**src/ric_pkg.sv**
```systemverilog
// Constants, register map and state types for the reset and irq control.
// Assumes a single core clock; included by the one design module.
package ric_pkg;

  // Register offsets on the plain register port
  localparam logic [7:0] OFS_RESET_CAUSE = 8'h00;
  localparam logic [7:0] OFS_EXT_MASK = 8'h01;
  localparam logic [7:0] OFS_EXT_FLAGS = 8'h02;
  localparam logic [7:0] OFS_CORE_CONTROL = 8'h03;
  localparam logic [7:0] OFS_CORE_STATUS = 8'h04;

  // Field positions
  localparam int POWERUP_SEEN_BIT = 0;
  localparam int PIN_SEEN_BIT = 1;
  localparam int EXT_ZERO_BIT = 6;
  localparam int GLOBAL_ENABLE_BIT = 7;
  localparam int SENSE_WIDTH = 2;

  // Reset values
  localparam logic POWERUP_SEEN_RESET = 1'b1;
  localparam logic PIN_SEEN_RESET = 1'b0;
  localparam logic [1:0] EXT_MASK_RESET = 2'h0;
  localparam logic [1:0] EXT_FLAGS_RESET = 2'h0;
  localparam logic [3:0] SENSE_RESET = 4'h0;
  localparam logic GLOBAL_ENABLE_RESET = 1'b0;

  // Sense modes per request line
  localparam logic [1:0] SENSE_LOW_LEVEL = 2'h0;
  localparam logic [1:0] SENSE_ANY_CHANGE = 2'h1;
  localparam logic [1:0] SENSE_FALLING = 2'h2;
  localparam logic [1:0] SENSE_RISING = 2'h3;

  // Vector addresses
  localparam logic [4:0] VEC_RESET = 5'h00;
  localparam logic [4:0] VEC_EXT_ZERO = 5'h01;
  localparam logic [4:0] VEC_EXT_ONE = 5'h02;

  // Timing
  localparam int CLK_PERIOD_NS = 8;
  localparam int PIN_RESET_MIN_NS = 50;
  localparam int PIN_LOW_CYCLES =
    (PIN_RESET_MIN_NS + CLK_PERIOD_NS - 1) / CLK_PERIOD_NS;
  localparam int SHORT_STARTUP_TICKS = 1024;
  localparam int LONG_STARTUP_TICKS = 16384;

  typedef enum logic [1:0] {
    ST_PIN_HOLD,
    ST_DELAY,
    ST_RUN,
    ST_WDOG_PULSE
  } ric_phase_t;

  typedef struct packed {
    ric_phase_t phase;
    logic [14:0] delayCnt;
    logic tickPrev;
    logic [2:0] pinLowCnt;
    logic powerupSeen;
    logic pinSeen;
    logic [1:0] extMask;
    logic [1:0] extFlags;
    logic [3:0] sense;
    logic globalEnable;
    logic [1:0] extPrev;
    logic [7:0] readData;
    logic irqRequest;
    logic [4:0] irqVector;
  } ric_state_t;

endpackage

```
**src/ric_top.sv**
```systemverilog
// Reset sequencing, reset-cause flags and external interrupt arbitration.
// Assumes all inputs synchronous to clk except the reset pin's direct path.
// Contract
// - Reset pin low beyond 50 ns resets, even clockless; short pulses optional.
// - Enabled watchdog expiry resets the device.
// - Reset loads initial values; execution restarts at vector zero.
// - Start-up delay is 1K ticks with fuse programmed, else 16K.
// - Pin release starts delay; core released after full count.
// - Pin held low after power-up postpones the delay count.
// - Watchdog reset pulse lasts one clock; its end starts the delay.
// - Reset-cause bits seven to two read zero.
// - Pin flag set by pin reset only, kept on watchdog, cleared writing zero.
// - Power-up flag set by power-on only, kept otherwise, cleared writing zero.
// - Taking an irq clears global enable; return sets it; software may set.
// - Vectoring clears the serviced source's pending flag.
// - Masked conditions still set flags that stay pending.
// - Pending flags wait for global enable, then serve by priority.
// - Lower vector wins; reset highest, request zero next.
// - Level-sensed request has no flag, exists only while pin low.
// - Request one serves from vector two when mask bit 7 and enable set.
// - Request zero serves from vector one when mask bit 6 and enable set.
// - Pin activity requests even when pin drives as output.
// - Mask bits five to zero read zero.
// - Edge or change on a pin sets its flag, bit 7 or bit 6.
// - Low-level sensing holds the flag at zero.
// - Edge flags clear on routine entry or on writing one.
//
// Local design decisions: the address-and-strobe port and the register offsets.
`timescale 1ns/1ns
`default_nettype none

module ric_top
  import ric_pkg::*;
#(
  parameter int ShortTicks = SHORT_STARTUP_TICKS,
  parameter int LongTicks = LONG_STARTUP_TICKS
) (
  input wire logic clk,
  input wire logic rst,
  input wire logic resetPinN,
  input wire logic watchdogEnable,
  input wire logic watchdogExpire,
  input wire logic watchdogOscillator,
  input wire logic shortStartupFuse,
  input wire logic [1:0] extPin,
  input wire logic irqTake,
  input wire logic returnFromIrq,
  input wire logic [7:0] regAddr,
  input wire logic [7:0] regWriteData,
  input wire logic regWrite,
  input wire logic regRead,
  output logic [7:0] regReadData,
  output logic coreReset,
  output logic irqRequest,
  output logic [4:0] irqVector,
  output logic globalEnable
);

  localparam logic [14:0] SHORT_LAST = 15'(ShortTicks - 1);
  localparam logic [14:0] LONG_LAST = 15'(LongTicks - 1);
  localparam logic [2:0] PIN_LOW_LAST = 3'(PIN_LOW_CYCLES - 1);

  localparam ric_state_t STATE_RESET = '{
    phase: ST_PIN_HOLD,
    delayCnt: 15'h0000,
    tickPrev: 1'b0,
    pinLowCnt: 3'h0,
    powerupSeen: POWERUP_SEEN_RESET,
    pinSeen: PIN_SEEN_RESET,
    extMask: EXT_MASK_RESET,
    extFlags: EXT_FLAGS_RESET,
    sense: SENSE_RESET,
    globalEnable: GLOBAL_ENABLE_RESET,
    extPrev: 2'h0,
    readData: 8'h00,
    irqRequest: 1'b0,
    irqVector: VEC_RESET
  };

  ric_state_t s;
  ric_state_t next_s;

  logic pinLow;
  logic pinQualified;
  logic tickRise;
  logic [14:0] delayLast;
  logic [1:0] senseMode;
  logic trig;
  logic [1:0] levelReq;
  logic [1:0] pending;
  logic inReset;

  ////////////////////////////////////////////////////////////////////////////

  always_comb begin
    next_s = s;
    senseMode = SENSE_LOW_LEVEL;
    trig = 1'b0;
    levelReq = 2'h0;
    pending = 2'h0;
    pinLow = ~resetPinN;
    tickRise = watchdogOscillator & ~s.tickPrev;
    next_s.tickPrev = watchdogOscillator;
    delayLast = shortStartupFuse ? SHORT_LAST : LONG_LAST;

    // Qualify the pin: only a low lasting the minimum counts as pin reset
    if (!pinLow) begin
      next_s.pinLowCnt = 3'h0;
    end else if (s.pinLowCnt != PIN_LOW_LAST) begin
      next_s.pinLowCnt = s.pinLowCnt + 3'h1;
    end
    pinQualified = pinLow && (s.pinLowCnt == PIN_LOW_LAST);

    unique case (s.phase)
      ST_PIN_HOLD: begin
        next_s.delayCnt = 15'h0000;
        if (!pinLow) begin
          next_s.phase = ST_DELAY;
        end
      end
      ST_DELAY: begin
        if (tickRise) begin
          if (s.delayCnt >= delayLast) begin
            next_s.phase = ST_RUN;
          end else begin
            next_s.delayCnt = s.delayCnt + 15'h0001;
          end
        end
      end
      ST_RUN: begin
        if (watchdogEnable && watchdogExpire) begin
          next_s.phase = ST_WDOG_PULSE;
        end
      end
      ST_WDOG_PULSE: begin
        // One-clock pulse; its trailing edge starts the delay
        next_s.phase = ST_DELAY;
        next_s.delayCnt = 15'h0000;
      end
    endcase

    if (pinQualified) begin
      next_s.phase = ST_PIN_HOLD;
      next_s.delayCnt = 15'h0000;
    end

    // Reset-cause flags: write zero clears, hardware set wins
    if (regWrite && regAddr == OFS_RESET_CAUSE) begin
      if (!regWriteData[POWERUP_SEEN_BIT]) begin
        next_s.powerupSeen = 1'b0;
      end
      if (!regWriteData[PIN_SEEN_BIT]) begin
        next_s.pinSeen = 1'b0;
      end
    end
    if (pinQualified) begin
      next_s.pinSeen = 1'b1;
    end

    // Software-visible control registers
    if (regWrite && regAddr == OFS_EXT_MASK) begin
      next_s.extMask = regWriteData[EXT_ZERO_BIT +: 2];
    end
    if (regWrite && regAddr == OFS_CORE_CONTROL) begin
      next_s.sense = regWriteData[3:0];
    end
    if (regWrite && regAddr == OFS_CORE_STATUS) begin
      next_s.globalEnable = regWriteData[GLOBAL_ENABLE_BIT];
    end
    if (returnFromIrq) begin
      next_s.globalEnable = 1'b1;
    end
    if (irqTake) begin
      next_s.globalEnable = 1'b0;
    end

    // Pad level is seen whatever the pin direction
    for (int i = 0; i < 2; i++) begin
      senseMode = next_s.sense[SENSE_WIDTH*i +: SENSE_WIDTH];
      unique case (senseMode)
        SENSE_LOW_LEVEL: trig = 1'b0;
        SENSE_ANY_CHANGE: trig = extPin[i] ^ s.extPrev[i];
        SENSE_FALLING: trig = ~extPin[i] & s.extPrev[i];
        SENSE_RISING: trig = extPin[i] & ~s.extPrev[i];
      endcase
      if (senseMode == SENSE_LOW_LEVEL) begin
        next_s.extFlags[i] = 1'b0;
        levelReq[i] = ~extPin[i];
      end else begin
        if (regWrite && regAddr == OFS_EXT_FLAGS
            && regWriteData[EXT_ZERO_BIT + i]) begin
          next_s.extFlags[i] = 1'b0;
        end
        if (irqTake && s.irqVector == VEC_EXT_ZERO + 5'(i)) begin
          next_s.extFlags[i] = 1'b0;
        end
        if (trig) begin
          next_s.extFlags[i] = 1'b1;
        end
      end
    end
    next_s.extPrev = extPin;

    // Core reset returns mask, edge flags, sense and global enable to initial values; reset-cause flags kept
    inReset = (next_s.phase != ST_RUN) || pinLow;
    if (inReset) begin
      next_s.extMask = EXT_MASK_RESET;
      next_s.extFlags = EXT_FLAGS_RESET;
      next_s.sense = SENSE_RESET;
      next_s.globalEnable = GLOBAL_ENABLE_RESET;
      levelReq = 2'h0;
    end

    pending = next_s.extMask & (next_s.extFlags | levelReq);
    next_s.irqRequest = next_s.globalEnable && (pending != 2'h0);
    if (pending[0]) begin
      next_s.irqVector = VEC_EXT_ZERO;
    end else if (pending[1]) begin
      next_s.irqVector = VEC_EXT_ONE;
    end else begin
      next_s.irqVector = VEC_RESET;
    end

    // Read data stands only in the cycle after the strobe
    next_s.readData = 8'h00;
    if (regRead) begin
      unique case (regAddr)
        OFS_RESET_CAUSE: next_s.readData =
          {6'h00, s.pinSeen, s.powerupSeen};
        OFS_EXT_MASK: next_s.readData = {s.extMask, 6'h00};
        OFS_EXT_FLAGS: next_s.readData = {s.extFlags, 6'h00};
        OFS_CORE_CONTROL: next_s.readData = {4'h0, s.sense};
        OFS_CORE_STATUS: next_s.readData = {s.globalEnable, 7'h00};
        default: next_s.readData = 8'h00;
      endcase
    end
  end

  ////////////////////////////////////////////////////////////////////////////

  always_ff @(posedge clk or posedge rst) begin
    if (rst) begin
      s <= STATE_RESET;
    end else begin
      s <= next_s;
    end
  end

  ////////////////////////////////////////////////////////////////////////////

  // Direct pin path keeps the core in reset with no clock running
  assign coreReset = (s.phase != ST_RUN) | ~resetPinN;
  assign regReadData = s.readData;
  assign irqRequest = s.irqRequest;
  assign irqVector = s.irqVector;
  assign globalEnable = s.globalEnable;

endmodule

`default_nettype wire

```
**config.mk**
```make
export PLATFORM = sky130hd
export DESIGN_NAME = ric_top
export DESIGN_NICKNAME = d
export VERILOG_FILES = /design/src/ric_pkg.sv /design/src/ric_top.sv
export SDC_FILE = /design/constraint.sdc
export NUM_CORES = 1
export LEC_CHECK = 0
export ABC_AREA = 1
export BUFFER_PORTS_ARGS = -buffer_cell sky130_fd_sc_hd__buf_2
export CAP_MARGIN = 30
export CORE_AREA = 2 2 70 88
export DETAILED_ROUTE_END_ITERATION = 10
export DIE_AREA = 0 0 72 90
export HOLD_SLACK_MARGIN = 0.02
export PLACE_DENSITY = 0.69
export SYNTH_ARGS = -nofsm -noshare
export SYNTH_HDL_FRONTEND = slang
export SYNTH_SLANG_ARGS = --single-unit
```
**constraint.sdc**
```tcl
create_clock -name clk -period 5.8 [get_ports clk]
set_input_delay 0.58 -clock clk [delete_from_list [all_inputs] [get_ports clk]]
set_output_delay 0.58 -clock clk [all_outputs]
set_load 0.02 [all_outputs]
```
==> impl_metrics.prom <==
# TYPE chip_impl_metric gauge
chip_impl_metric{name="timing.final.crit_period",unit="ns"} 2.682
chip_impl_metric{name="design_power_total",unit="mW"} 0.8102
chip_impl_metric{name="synth-edff-count",unit=""} 0
chip_impl_metric{name="cts-resized-gates",unit=""} 0
chip_impl_metric{name="routability_driven_placement_congestion_ratio",unit=""} 0.7949
chip_impl_info{name="critPathCapture",value="s[37]"} 1
chip_impl_metric{name="drv.max_cap_violation_count",unit=""} 0
chip_impl_metric{name="layout-drive-gt1-share",unit=""} 0.2026
chip_impl_metric{name="rrSetupSlack",unit="ns"} 3.12
chip_impl_metric{name="crit_required",unit="ns"} 5.99
chip_impl_metric{name="grt_start_max_net_pins",unit=""} 44
chip_impl_metric{name="tightestPinTransition",unit="ns"} 0.6417
chip_impl_metric{name="wire_length_of_the_first_global_routing_pass",unit="um"} 8942
chip_impl_metric{name="hold_buffers",unit=""} 0
chip_impl_metric{name="cts.repair_timing.setup_buffer_count",unit=""} 0
chip_impl_metric{name="p_int",unit="mW"} 0.4970
chip_impl_info{name="r2r_start",value="s[43]"} 1
chip_impl_info{name="sequence_of_cells_on_the_critical_path",value="ha_1 -> nand2_1 -> inv_1 -> nand2_1 -> nor2_1 -> nand2_1 -> nand3_2 -> nand3b_1 -> nand2_1 -> inv_2 -> nor2_2 -> a31oi_1 -> and2_1"} 1
chip_impl_info{name="status",value="finished, final reports clean"} 1
chip_impl_metric{name="p_leak",unit="nW"} 1.673
chip_impl_metric{name="slew-limit-headroom",unit=""} 0.5712
chip_impl_metric{name="count_of_state_elements_after_synthesis",unit=""} 43
chip_impl_metric{name="die_w",unit="um"} 72
chip_impl_metric{name="synth_cell_type_count",unit=""} 38
chip_impl_metric{name="dieHeight",unit="um"} 90
chip_impl_metric{name="maxSlewViolCount",unit=""} 0
chip_impl_metric{name="ys_async_rst_share",unit=""} 1.000
chip_impl_info{name="clock_tree_from_tritoncts",value="built"} 1
chip_impl_metric{name="h_tree_depth",unit=""} 2
chip_impl_info{name="worst_path_dominant_cell_family",value="simple AND/OR/NAND/NOR gates"} 1
chip_impl_metric{name="fp-row-count",unit=""} 31
chip_impl_metric{name="totalWireLength",unit="um"} 5147
chip_impl_info{name="crit_path_most_repeated_cell",value="nand2_1"} 1
chip_impl_metric{name="critical_path.n_buffers_inverters",unit=""} 2
chip_impl_metric{name="drt-pass1-iter-count",unit=""} 4
chip_impl_metric{name="clkSinkCount",unit=""} 43
chip_impl_metric{name="r2r.worst_path.cells",unit=""} 13
chip_impl_metric{name="routed_wire_length_per_instance",unit="um"} 11.29
chip_impl_metric{name="combinationalPowerShare",unit=""} 0.349
chip_impl_info{name="yosys_most_used_dff",value="dfrtp_1"} 1
chip_impl_info{name="holdCritPathClass",value="in2async"} 1
chip_impl_metric{name="worstSkewPairLatency",unit="ns"} 0.29
chip_impl_metric{name="portBuffers",unit=""} 37
chip_impl_metric{name="ir_worst_vdd",unit="V"} 0.0002073
chip_impl_metric{name="synthesis.area",unit="mm^2"} 0.002751
chip_impl_metric{name="core-area",unit="mm^2"} 0.005702
chip_impl_metric{name="sequential_area_share_after_synthesis",unit=""} 0.3915
chip_impl_info{name="start_to_end_type_of_the_worst_setup_path",value="reg2reg"} 1
chip_impl_metric{name="synthesized_instance_count",unit=""} 356
chip_impl_info{name="post-synth-top-area-cell",value="dfrtp_1"} 1
chip_impl_metric{name="drt_first_iter_violations",unit=""} 155
chip_impl_metric{name="synth_top_cell_area_share",unit=""} 0.3820
chip_impl_metric{name="worst_case_clock_skew",unit="ns"} 0.008480
chip_impl_metric{name="clockPowerShare",unit=""} 0.240
chip_impl_info{name="worstSetupStartpoint",value="s[43]"} 1
chip_impl_metric{name="areaGrowthSynthToFinish",unit="%"} 9.686
chip_impl_metric{name="ant_nets",unit=""} 0
chip_impl_info{name="grt_setup_unrepaired",value="no"} 1
chip_impl_metric{name="insertedDiodeCount",unit=""} 0
chip_impl_metric{name="vias",unit=""} 2235
chip_impl_metric{name="design.final.nets",unit=""} 434
chip_impl_metric{name="ys_warns",unit=""} 0
chip_impl_metric{name="ioPinCount",unit=""} 45
chip_impl_metric{name="swShare",unit=""} 0.3865
chip_impl_metric{name="slowest_delay",unit="ns"} 0.49
chip_impl_metric{name="clkSlewWorstSetupHoldPaths",unit="ns"} 0.08
chip_impl_info{name="endpoint_kind",value="register"} 1
chip_impl_metric{name="ctsLongestPathBuffers",unit=""} 2
chip_impl_metric{name="initial_core_util",unit=""} 0.4826
chip_impl_metric{name="power_density",unit="mW/mm^2"} 268.5
chip_impl_metric{name="sequentialPowerShare",unit=""} 0.412
chip_impl_metric{name="detail_route.drc_violations",unit=""} 0
chip_impl_info{name="clk_root_buffer_cell",value="clkbuf_8"} 1
chip_impl_metric{name="finalSetupViolations",unit=""} 0
chip_impl_metric{name="synth.avg_cell_area",unit="um^2"} 7.729
chip_impl_info{name="crit_path_start_kind",value="register"} 1
chip_impl_info{name="crit-reg2reg-capture",value="s[37]"} 1
chip_impl_metric{name="design.die.area",unit="mm^2"} 0.006480
chip_impl_info{name="cp_slowest_cell",value="nand2_1"} 1
chip_impl_metric{name="grt_usage",unit=""} 0.1729
chip_impl_metric{name="antenna_found_initial",unit=""} 0
chip_impl_metric{name="cts_made_buffers",unit=""} 5
chip_impl_info{name="synth_top_cells_by_area",value="dfrtp_1 (38%), nand2_1 (10%), inv_1 (8.3%), ha_1 (7.3%), nor2_1 (4.5%)"} 1
chip_impl_metric{name="path_max_fanout",unit=""} 21
chip_impl_metric{name="vias_per_cell",unit=""} 4.901
chip_impl_metric{name="overall_overflow_remaining_after_global_route",unit=""} 0
chip_impl_metric{name="dpl.hpwl",unit="um"} 4031
chip_impl_metric{name="worstPathArrival",unit="ns"} 2.87
chip_impl_metric{name="timing.final.crit_share",unit=""} 0.4625
chip_impl_metric{name="fmaxAchievable",unit="MHz"} 372.8
chip_impl_metric{name="switching_power",unit="mW"} 0.3132
chip_impl_metric{name="critical_path_depth",unit=""} 13
chip_impl_metric{name="tns",unit="ns"} 0
chip_impl_metric{name="vias_in_the_first_global_route",unit=""} 2061
chip_impl_metric{name="timing_hold_violations_final",unit=""} 0
[synthesized netlist by cell type, types with 2 or more instances]
cell,instances
a211oi_1,3
a21oi_1,16
a31oi_1,2
and3_1,2
buf_2,2
buf_4,14
dfrtp_1,42
ha_1,16
inv_1,61
inv_2,7
nand2_1,74
nand2_2,6
nand3_1,23
nand3_2,6
nand3_4,2
nand3b_1,2
nand4_1,2
nor2_1,33
nor2_2,3
nor2_4,2
nor2_8,2
nor3_1,9
o21ai_0,10
o21ai_2,3
[logic make-up after synthesis]
group	share of synthesized area
AND/OR/NAND/NOR	0.3051
AO/OA/AOI/OAI	0.08823
adder cells (fa/ha/maj)	0.07276
XOR/XNOR	0.006368
flip-flops	0.3915
other	0.001363
buffers and inverters	0.1346
[power by group through the flow]
stage / sequential (mW) / combinational [mW] / clock (mW)
floorplan: 0.337 / 0.235 / 0
global placement: 0.338 / 0.281 / 0
detailed placement: 0.339 / 0.284 / 0
CTS: 0.333 / 0.283 / 0.202
global route: 0.336 / 0.321 / 0.216
finish: 0.333 / 0.283 / 0.194
[final cells by class]
cell class	count	area [um^2]
Clock inverter	1	5.005
Sequential cell	43	1077
Tap cell	66	82.58
Multi-Input combinational cell	233	1319
Clock buffer	7	86.33
Timing Repair Buffer	38	192.7
Inverter	68	255.2
Fill cell	563	2684
[registers in the layout (all words and copies together) (netlist names)]
register	cells
s	33
regReadData	6
irqVector	2
globalEnable	1
irqRequest	1
[worst min-delay path by stage]
stage	startpoint	endpoint	slack, ns
after floorplan	s[26]	s[26]	0.44
after global placement	s[26]	s[26]	0.45
after detailed placement	s[26]	s[26]	0.46
after CTS	watchdogOscillator	s[30]	0.40
after global routing	watchdogOscillator	s[30]	0.38
final	rst	s[37]	0.40
[worst min-delay path, stage by stage]
cell and delay, ns:
buf_2 0.10, clkinv_1 0.03, buf_4 0.44
[cell usage in the layout (no fill, tap or decap), types with 2 or more instances in the layout]
| cell type | instances |
|---|---|
| nor2_8 | 2 |
| and3_1 | 2 |
| buf_2 | 37 |
| nor2_1 | 33 |
| o21ai_2 | 3 |
| nand3_4 | 2 |
| nor3_1 | 9 |
| nor2_4 | 2 |
| a211oi_1 | 3 |
| nand2_1 | 74 |
| inv_1 | 60 |
| a21oi_1 | 16 |
| inv_2 | 7 |
| nor2_2 | 3 |
| ha_1 | 16 |
| dfrtp_1 | 42 |
| a31oi_1 | 2 |
| nand2_2 | 6 |
| o21ai_0 | 10 |
| conb_1 | 5 |
| nand3_1 | 23 |
| clkbuf_8 | 6 |
| nand4_1 | 2 |
| nand3b_1 | 2 |
| nand3_2 | 6 |
[layer usage]
metal,global-route usage,part of all wire
met4,0.06132,0.0099
met1,0.2009,0.42
met3,0.03700,0.034
met5,0,0
met2,0.3071,0.54
[metrics by stage]
stage / cell area (um^2) / hold WS, ns / util / worst slack, ns / cells
3_3_place_gp: 2927 / 0.4533 / 0.5133 / 2.851 / 448
3_5_place_dp: 2927 / 0.4582 / 0.5133 / 2.832 / 448
2_1_floorplan: 2766 / 0.4427 / - / 3.750 / 360
6_report: 3018 / 0.3979 / 0.5293 / 3.118 / 456
5_1_grt: 3018 / 0.3825 / 0.5293 / 2.876 / 456
4_1_cts: 3018 / 0.3953 / 0.5293 / 3.153 / 456
No activity file was read; power rests on OpenSTA's default activity.
